==> src/common/dswp_pkg.sv <==
// Package of bit positions, reset values and carrier types for the status word packer.
package dswp_pkg;

	// ****************************************************************
	// Word geometry and reset values
	// ****************************************************************
	localparam int          DSWP_WORD_W      = 16;
	localparam logic [15:0] DSWP_WORD_RESET  = 16'h0000;
	localparam int          DSWP_LIFE_W      = 4;
	localparam logic [3:0]  DSWP_LIFE_RESET  = 4'h0;
	localparam logic [3:0]  DSWP_LIFE_STEP   = 4'h1;
	localparam int          DSWP_BLOCK_W     = 6;
	localparam int          DSWP_FUNC_W      = 3;
	localparam logic [2:0]  DSWP_FUNC_MIN    = 3'h1;
	localparam logic [2:0]  DSWP_FUNC_MAX    = 3'h4;
	localparam logic [2:0]  DSWP_FUNC_NONE   = 3'h0;

	// ****************************************************************
	// Primary drive status bit positions
	// ****************************************************************
	localparam int P_RDY_ON     = 0;
	localparam int P_RDY_OP     = 1;
	localparam int P_OP_EN      = 2;
	localparam int P_FAULT      = 3;
	localparam int P_NO_COAST   = 4;
	localparam int P_NO_QUICK   = 5;
	localparam int P_ON_INHIBIT = 6;
	localparam int P_ALARM      = 7;
	localparam int P_FOLLOW_OK  = 8;
	localparam int P_CTRL_REQ   = 9;
	localparam int P_TARGET     = 10;
	localparam int P_REF_SET    = 11;
	localparam int P_BLOCK_ACK  = 12;
	localparam int P_SP_FIXED   = 13;
	localparam int P_ACCEL      = 14;
	localparam int P_DECEL      = 15;

	// ****************************************************************
	// Secondary drive status bit positions
	// ****************************************************************
	localparam int S_ACLASS_LSB = 5;
	localparam int S_ACLASS_MSB = 6;
	localparam int S_ENDSTOP    = 8;
	localparam int S_PULSES     = 10;
	localparam int S_LIFE_LSB   = 12;
	localparam int S_LIFE_MSB   = 15;

	// ****************************************************************
	// Encoder one status bit positions
	// ****************************************************************
	localparam int E_FUNC_ACK   = 0;
	localparam int E_FUNC_LSB   = 1;
	localparam int E_FUNC_MSB   = 3;
	localparam int E_AVAIL_LSB  = 4;
	localparam int E_FLT_ACK    = 11;
	localparam int E_ABS_CYC    = 13;
	localparam int E_PARK       = 14;
	localparam int E_FAULT      = 15;

	// ****************************************************************
	// Drive message bit positions
	// ****************************************************************
	localparam int M_RAMP_DONE  = 0;
	localparam int M_TRQ_LOW    = 1;
	localparam int M_SPD_LT3    = 2;
	localparam int M_SPD_LE2    = 3;
	localparam int M_VDC_CTRL   = 4;
	localparam int M_NO_MOT_OT  = 6;
	localparam int M_NO_PU_OL   = 7;
	localparam int M_SPD_DEV_OK = 8;
	localparam int M_CTRL_EN    = 11;
	localparam int M_DRV_RDY    = 12;
	localparam int M_PULSES     = 13;

	// ****************************************************************
	// Positioning status one bit positions
	// ****************************************************************
	localparam int Q_BLOCK_LSB  = 0;
	localparam int Q_BLOCK_MSB  = 5;
	localparam int Q_CAM_MINUS  = 8;
	localparam int Q_CAM_PLUS   = 9;
	localparam int Q_JOG        = 10;
	localparam int Q_REF_APP    = 11;
	localparam int Q_BLOCK_MODE = 13;
	localparam int Q_SETUP      = 14;
	localparam int Q_MDI        = 15;

	// ****************************************************************
	// Carrier types
	// ****************************************************************
	typedef struct packed {
		logic       ready_switch_on;
		logic       ready_operation;
		logic       operation_enabled;
		logic       fault_present;
		logic       coast_stop_active;
		logic       quick_stop_active;
		logic       switch_on_inhibit;
		logic       alarm_present;
		logic       following_error_ok;
		logic       control_requested;
		logic       target_reached;
		logic       ref_point_set;
		logic       block_activation_ack;
		logic       setpoint_fixed;
		logic       accelerating;
		logic       decelerating;
		logic [1:0] alarm_class;
		logic       fixed_endstop;
		logic       pulses_enabled;
	} dswp_drive_t;

	typedef struct packed {
		logic       function_active;
		logic [2:0] function_num;
		logic [3:0] position_avail;
		logic       fault_ack_active;
		logic       abs_cyclic;
		logic       parking;
		logic       encoder_fault;
	} dswp_encoder_t;

	typedef struct packed {
		logic rfg_active;
		logic torque_below_thr2;
		logic speed_below_thr3;
		logic speed_at_or_below_thr2;
		logic vdc_ctrl_active;
		logic motor_overtemp_alarm;
		logic power_unit_overload_alarm;
		logic speed_dev_ok;
		logic controller_enable;
		logic drive_ready;
		logic pulses_enabled;
	} dswp_message_t;

	typedef struct packed {
		logic [5:0] active_block;
		logic       stop_cam_minus;
		logic       stop_cam_plus;
		logic       jogging;
		logic       ref_approach;
		logic       block_mode;
		logic       setup_mode;
		logic       manual_data_input;
	} dswp_position_t;

	typedef struct packed {
		logic [15:0] primary_drive_status;
		logic [15:0] secondary_drive_status;
		logic [15:0] encoder_one_status;
		logic [15:0] drive_message_status;
		logic [15:0] positioning_status_one;
	} dswp_words_t;

endpackage : dswp_pkg

==> src/logic/dswp_life_counter.sv <==
// Four-bit slave sign-of-life counter stepped once per communication cycle.
`timescale 1ns/1ps
module dswp_life_counter
	import dswp_pkg::*;
(
	input  wire logic       clk_sys,
	input  wire logic       rst_n,
	input  wire logic       step,
	output logic [3:0]      life
);

	// ****************************************************************
	// Counter
	// ****************************************************************
	logic [3:0] life_ff;
	logic [3:0] nxt_life;

	// Natural four-bit overflow gives the wrap from fifteen to zero.
	assign nxt_life = life_ff + DSWP_LIFE_STEP;

	always_ff @(posedge clk_sys or negedge rst_n)
	begin
		if (!rst_n)
			life_ff <= DSWP_LIFE_RESET;
		else if (step)
			life_ff <= nxt_life;
	end

	assign life = life_ff;

endmodule : dswp_life_counter

==> src/logic/dswp_status_packer.sv <==
// Top of the drive status word packer: builds the five cyclic status words.
// Summary of operation
// - Bits 0-2 show ready, operable, enabled.
// - Bits 3,6,7 show fault, inhibit, alarm.
// - Bits 4,5 high when no stops active.
// - Bit 8 following error ok, 9 control.
// - Bit 10 target reached, 11 reference set.
// - Bits 12-15 block ack, fixed, accel, decel.
// - Secondary bits 5-6 carry alarm class.
// - Secondary bit 8 endstop, 10 pulses enabled.
// - Secondary bits 12-15 carry sign-of-life.
// - Encoder bit 0 acknowledges active function.
// - Encoder bits 1-3 carry function number.
// - Encoder bits 4-7 flag position available.
// - Encoder bits 11,13,14,15 report encoder states.
// - Message bit 0 high when ramp complete.
// - Message bits 1-3 report torque, speed thresholds.
// - Message bits 4,6,7,8 report controller, thermal, deviation.
// - Message bits 11-13 enable, ready, pulses.
// - Positioning bits 0-5 carry active block.
// - Positioning bits 8,9 report stop cams.
// - Positioning bits 10,11,13-15 report active modes.
`timescale 1ns/1ps
module dswp_status_packer
	import dswp_pkg::*;
(
	input  wire logic           clk_sys,
	input  wire logic           rst_n,
	input  wire logic           cycle_strobe,
	input  dswp_drive_t         drive_in,
	input  dswp_encoder_t       encoder_in,
	input  dswp_message_t       message_in,
	input  dswp_position_t      position_in,
	output dswp_words_t         words,
	output logic                words_valid
);

	// ****************************************************************
	// Helper functions
	// ****************************************************************
	// Only function numbers one to four exist; anything else is not reported.
	function automatic logic dswp_func_valid(input logic [2:0] num);
		dswp_func_valid = (num >= DSWP_FUNC_MIN) && (num <= DSWP_FUNC_MAX);
	endfunction : dswp_func_valid

	function automatic logic [2:0] dswp_func_report(input logic [2:0] num);
		if (dswp_func_valid(num))
			dswp_func_report = num;
		else
			dswp_func_report = DSWP_FUNC_NONE;
	endfunction : dswp_func_report

	// ****************************************************************
	// Declarations
	// ****************************************************************
	logic [15:0] primary_ff;
	logic [15:0] secondary_ff;
	logic [15:0] encoder_ff;
	logic [15:0] message_ff;
	logic [15:0] position_ff;
	logic        valid_ff;
	logic [15:0] nxt_primary;
	logic [15:0] nxt_secondary;
	logic [15:0] nxt_encoder;
	logic [15:0] nxt_message;
	logic [15:0] nxt_position;
	logic [3:0]  life;
	logic [3:0]  avail_bits;

	// ****************************************************************
	// Sign-of-life
	// ****************************************************************
	// The word carries the count held at the strobe, then the count steps.
	dswp_life_counter u_life
	(
		.clk_sys (clk_sys),
		.rst_n   (rst_n),
		.step    (cycle_strobe),
		.life    (life)
	);

	// ****************************************************************
	// Encoder availability flags
	// ****************************************************************
	genvar g;
	generate
		for (g = 0; g < 4; g++)
		begin : g_avail
			assign avail_bits[g] = encoder_in.position_avail[g];
		end
	endgenerate

	// ****************************************************************
	// Primary drive status
	// ****************************************************************
	always_comb
	begin
		nxt_primary = DSWP_WORD_RESET;
		nxt_primary[P_RDY_ON]     = drive_in.ready_switch_on;
		nxt_primary[P_RDY_OP]     = drive_in.ready_operation;
		nxt_primary[P_OP_EN]      = drive_in.operation_enabled;
		nxt_primary[P_FAULT]      = drive_in.fault_present;
		nxt_primary[P_NO_COAST]   = ~drive_in.coast_stop_active;
		nxt_primary[P_NO_QUICK]   = ~drive_in.quick_stop_active;
		nxt_primary[P_ON_INHIBIT] = drive_in.switch_on_inhibit;
		nxt_primary[P_ALARM]      = drive_in.alarm_present;
		nxt_primary[P_FOLLOW_OK]  = drive_in.following_error_ok;
		nxt_primary[P_CTRL_REQ]   = drive_in.control_requested;
		nxt_primary[P_TARGET]     = drive_in.target_reached;
		nxt_primary[P_REF_SET]    = drive_in.ref_point_set;
		nxt_primary[P_BLOCK_ACK]  = drive_in.block_activation_ack;
		nxt_primary[P_SP_FIXED]   = drive_in.setpoint_fixed;
		nxt_primary[P_ACCEL]      = drive_in.accelerating;
		nxt_primary[P_DECEL]      = drive_in.decelerating;
	end

	always_ff @(posedge clk_sys or negedge rst_n)
	begin
		if (!rst_n)
			primary_ff <= DSWP_WORD_RESET;
		else if (cycle_strobe)
			primary_ff <= nxt_primary;
	end

	// ****************************************************************
	// Secondary drive status
	// ****************************************************************
	// Starting from zero keeps every reserved position cleared.
	always_comb
	begin
		nxt_secondary = DSWP_WORD_RESET;
		nxt_secondary[S_ACLASS_MSB:S_ACLASS_LSB] = drive_in.alarm_class;
		nxt_secondary[S_ENDSTOP]  = drive_in.fixed_endstop;
		nxt_secondary[S_PULSES]   = drive_in.pulses_enabled;
		nxt_secondary[S_LIFE_MSB:S_LIFE_LSB] = life;
	end

	always_ff @(posedge clk_sys or negedge rst_n)
	begin
		if (!rst_n)
			secondary_ff <= DSWP_WORD_RESET;
		else if (cycle_strobe)
			secondary_ff <= nxt_secondary;
	end

	// ****************************************************************
	// Encoder one status
	// ****************************************************************
	// An out-of-range function number is hidden and not acknowledged, so
	// the controller never sees a function the encoder cannot perform.
	always_comb
	begin
		nxt_encoder = DSWP_WORD_RESET;
		nxt_encoder[E_FUNC_ACK] = encoder_in.function_active
			&& dswp_func_valid(encoder_in.function_num);
		nxt_encoder[E_FUNC_MSB:E_FUNC_LSB] = dswp_func_report(encoder_in.function_num);
		nxt_encoder[E_AVAIL_LSB +: 4] = avail_bits;
		nxt_encoder[E_FLT_ACK]  = encoder_in.fault_ack_active;
		nxt_encoder[E_ABS_CYC]  = encoder_in.abs_cyclic;
		nxt_encoder[E_PARK]     = encoder_in.parking;
		nxt_encoder[E_FAULT]    = encoder_in.encoder_fault;
	end

	always_ff @(posedge clk_sys or negedge rst_n)
	begin
		if (!rst_n)
			encoder_ff <= DSWP_WORD_RESET;
		else if (cycle_strobe)
			encoder_ff <= nxt_encoder;
	end

	// ****************************************************************
	// Drive message status
	// ****************************************************************
	always_comb
	begin
		nxt_message = DSWP_WORD_RESET;
		nxt_message[M_RAMP_DONE]  = ~message_in.rfg_active;
		nxt_message[M_TRQ_LOW]    = message_in.torque_below_thr2;
		nxt_message[M_SPD_LT3]    = message_in.speed_below_thr3;
		nxt_message[M_SPD_LE2]    = message_in.speed_at_or_below_thr2;
		nxt_message[M_VDC_CTRL]   = message_in.vdc_ctrl_active;
		nxt_message[M_NO_MOT_OT]  = ~message_in.motor_overtemp_alarm;
		nxt_message[M_NO_PU_OL]   = ~message_in.power_unit_overload_alarm;
		nxt_message[M_SPD_DEV_OK] = message_in.speed_dev_ok;
		nxt_message[M_CTRL_EN]    = message_in.controller_enable;
		nxt_message[M_DRV_RDY]    = message_in.drive_ready;
		nxt_message[M_PULSES]     = message_in.pulses_enabled;
	end

	always_ff @(posedge clk_sys or negedge rst_n)
	begin
		if (!rst_n)
			message_ff <= DSWP_WORD_RESET;
		else if (cycle_strobe)
			message_ff <= nxt_message;
	end

	// ****************************************************************
	// Positioning status one
	// ****************************************************************
	always_comb
	begin
		nxt_position = DSWP_WORD_RESET;
		nxt_position[Q_BLOCK_MSB:Q_BLOCK_LSB] = position_in.active_block;
		nxt_position[Q_CAM_MINUS]  = position_in.stop_cam_minus;
		nxt_position[Q_CAM_PLUS]   = position_in.stop_cam_plus;
		nxt_position[Q_JOG]        = position_in.jogging;
		nxt_position[Q_REF_APP]    = position_in.ref_approach;
		nxt_position[Q_BLOCK_MODE] = position_in.block_mode;
		nxt_position[Q_SETUP]      = position_in.setup_mode;
		nxt_position[Q_MDI]        = position_in.manual_data_input;
	end

	always_ff @(posedge clk_sys or negedge rst_n)
	begin
		if (!rst_n)
			position_ff <= DSWP_WORD_RESET;
		else if (cycle_strobe)
			position_ff <= nxt_position;
	end

	// ****************************************************************
	// Word valid marker
	// ****************************************************************
	// All five words are captured on the same edge, so one marker covers
	// them and the controller never reads a mix of two cycles.
	always_ff @(posedge clk_sys or negedge rst_n)
	begin
		if (!rst_n)
			valid_ff <= 1'b0;
		else
			valid_ff <= cycle_strobe;
	end

	// ****************************************************************
	// Outputs
	// ****************************************************************
	assign words.primary_drive_status   = primary_ff;
	assign words.secondary_drive_status = secondary_ff;
	assign words.encoder_one_status     = encoder_ff;
	assign words.drive_message_status   = message_ff;
	assign words.positioning_status_one = position_ff;
	assign words_valid                  = valid_ff;

endmodule : dswp_status_packer

==> config.mk <==
export PLATFORM = sky130hd
export DESIGN_NAME = dswp_status_packer
export DESIGN_NICKNAME = d
export VERILOG_FILES = /design/src/common/dswp_pkg.sv /design/src/logic/dswp_life_counter.sv /design/src/logic/dswp_status_packer.sv
export SDC_FILE = /design/constraint.sdc
export NUM_CORES = 1
export LEC_CHECK = 0
export ABC_AREA = 0
export BUFFER_PORTS_ARGS = -buffer_cell sky130_fd_sc_hd__buf_2
export CAP_MARGIN = 20
export CORE_MARGIN = 3
export CORE_UTILIZATION = 44
export DETAILED_ROUTE_END_ITERATION = 16
export PLACE_DENSITY = 0.82
export SLEW_MARGIN = 20
export SYNTH_ARGS = -nofsm -noshare
export SYNTH_HDL_FRONTEND = slang
export SYNTH_HIERARCHICAL = 1
export SYNTH_SLANG_ARGS = --single-unit
==> constraint.sdc <==
create_clock -name clk_sys -period 1.6 [get_ports clk_sys]
set_clock_uncertainty 0.15 [all_clocks]
set_input_delay 0.08 -clock clk_sys [delete_from_list [all_inputs] [get_ports clk_sys]]
set_output_delay 0.08 -clock clk_sys [all_outputs]
set_load 0.01 [all_outputs]
==> run metrics <==
Die X 83.4 µm; vias 1954; WHS Path Cells 2; NetSw ~1.1 mW; maximum capacitance violations 0; Setup TNS Final 0 ns; CP Data Required Time 1.71 ns; CTS Buf Count 9; Worst Reg-to-Reg Cells 3; post-synthesis sequential area ratio between 60% and 70%; Synth cell types 19; Largest stage delay, worst path 0.60 ns; post-layout min period 1.52 ns; first-pass GRT wire length 10400 µm; switch share 27.1%; status finished, final reports clean; Die Ht 83.4 µm; Commonest cells post-synth 65 x dfrtp_1, 52 x mux2_2, 20 x buf_4, 8 x inv_1, 6 x buf_6; Root Buffer Master clkbuf_8; average vias per placed instance 4.51; FILL cells 380; Synth warnings 6; diode count 0; Max Root-Sink Buffers 2; drt wl/cell 14.3 µm; H-tree depth 3; met1 usage in global routing around 21%; Fin. Hold Viols 0; GRT Total Usage roughly a fifth; crit-path most repeated cell dlygate4sd3_1; dpl cell area 3210 µm²; CP Depth 4; Area contributors post-synth dfrtp_1 62%, mux2_2 22%, buf_4 5.7%, buf_6 2.6%, mux2i_1 1.9%; IO Port Bufs 119; Total Wirelength around 6200 µm; Post-synth EDFFs 0; GRT overflow 0; dpl ws 0.379 ns; PwrDens 1040 nW/µm²; share of cells above drive strength 1 52.4%; flops & latches, synth 65; crit-path cells dlygate4sd3_1, buf_2, o32ai_1, dlygate4sd3_1; Flop pwr share 49.1%; Worst R2R End encoder_ff[3]; Post-synth ARST share 100%; final setup fails 0; crit path capture encoder_ff[3]; initial antenna violation count 0; DRT iter0 DRCs 42; Syn Inst Count 174; num rows 27; Worst R2R Setup Slack 0.25 ns; Comb pwr share 21.3%; Layout area overhead 50.8%; Mapped Area between 2000 and 3000 µm²; Final Cell Area 3970 µm²; syn avg cell area 15.1 µm²; Layout Cells excl Fill roughly 430; FMAX 659 MHz; largest area contributor in the netlist dfrtp_1; CP Launch Type input port; delay-heaviest family, CP buffers and inverters; RSZ-0062 raised after global routing no; largest net degree at the start of global routing 70; # DRC 0; post-CTS resize count 0; clock sink count 65; Seq. cell area 1630 µm²; worst min path class input port to flip-flop; NumNets Final 416; Clock Pin Slew Worst Setup and Hold Paths 0.07 ns; clock network fraction of design power between 20% and 30%; Leakage Power just under 2 nW; CTS tree built; reg2reg start encoder_ff[3]; worst-path maximum fanout 4; internal power 3.02 mW; CP max-delay cell dlygate4sd3_1; vias in the first global route around 2100; fin. max-slew vios 0; Initial Utilization 46.7%; area of the multi-input gates 825 µm²; Placer Congestion about 0.74; crit path from encoder_in[9]; IO Pins 140; DR pass1 iterations 4; core area 5640 µm²; Final WS setup ~0.082 ns; most used routing layer met2; met2 GRT Util 34.5%; period utilization between 90% and 100%; ANT nets after route 0; hpwl dp 3590 µm; cell with the most instances after synthesis dfrtp_1; CP endpoint kind flip-flop; placed insts 359; WHS 0.0223 ns; critical path class input port to flip-flop; Final Util 70.3%; Overall Power a little over 4 mW; met3 Use GR 4.86%; crit path DAT around 1.6 ns; Top FF cell, synth dfrtp_1; Yosys top cell area share roughly three fifths; Setup Fix Bufs, Post-CTS 0; die area 6950 µm²; VDD IR max 0.000832 V; latest clock arrival within the worst-skew pair roughly 0.32 ns; Buf/Inv on CP 3
## placed cells by master (no fill, tap or decap), drive strengths merged
master         n
or3            1
mux2          52
mux2i          5
o32ai          1
nand4          1
nor2b          1
xor2           1
inv            8
a41o           1
conb          20
buf          121
nand3b         2
dlygate4sd3   58
nand2          2
clkbuf        11
dfrtp         65
clkinvlp       2
clkinv         3
ha             1
xnor2          2
o21ai          3
## repair_timing
item / CTS / global route
hold endpoints to repair: 121 / 0
endpoints found under the setup margin: 0 / 0
hold buffers: 58 / 0
## final cells by class
cell class | instances | area share, %
Tap cell | 72 | 2.27
Multi-Input combinational cell | 93 | 20.8
Clock inverter | 5 | 0.757
Inverter | 8 | 0.757
Timing Repair Buffer | 179 | 30.6
Clock buffer | 11 | 3.81
Sequential cell | 65 | 41.0
## power by group through the flow
stage / Clock (mW) / Sequential, mW / Combinational (mW)
floorplan: 0 / 2.14 / 0.364
global placement: 0 / 2.04 / 0.757
detailed placement: 0 / 2.06 / 0.770
CTS: 1.28 / 2.03 / 0.884
global route: 1.36 / 2.07 / 0.962
finish: 1.23 / 2.04 / 0.884
## kinds of logic after synthesis
| logic type | after synthesis | synth area share (%) |
|---|---|---|
| xor gates and xnor gates | 3 | 0.998 |
| other | 1 | 0.142 |
| and+or+nand+nor | 7 | 1.57 |
| AOI/OAI and AO/OA | 5 | 1.28 |
| adders and majority gates | 1 | 0.475 |
| DFF | 65 | 61.8 |
| buffers and inverters | 35 | 9.60 |
| muxes | 57 | 24.1 |
## sequential cells by signal, indices dropped and copies added, names as in the netlist
name          cells
primary_ff       16
position_ff      13
encoder_ff       12
message_ff       11
secondary_ff      8
u_life/life       4
words_valid       1
## worst min path at each step
stage	from	to	slack [ns]
floorplan	rst_n	encoder_ff[0]	-0.37
global placement	rst_n	primary_ff[8]	-0.04
detailed placement	rst_n	primary_ff[2]	-0.02
CTS	cycle_strobe	words_valid	0.008
global route	cycle_strobe	words_valid	0.03
finish	cycle_strobe	words_valid	0.02
## layer usage
layer	routed length (µm)	up-vias
li1	-	918
met1	2310	940
met2	3360	84
met3	431	12
met4	108	0
met5	0	-
(Power assumes the default switching activity.)
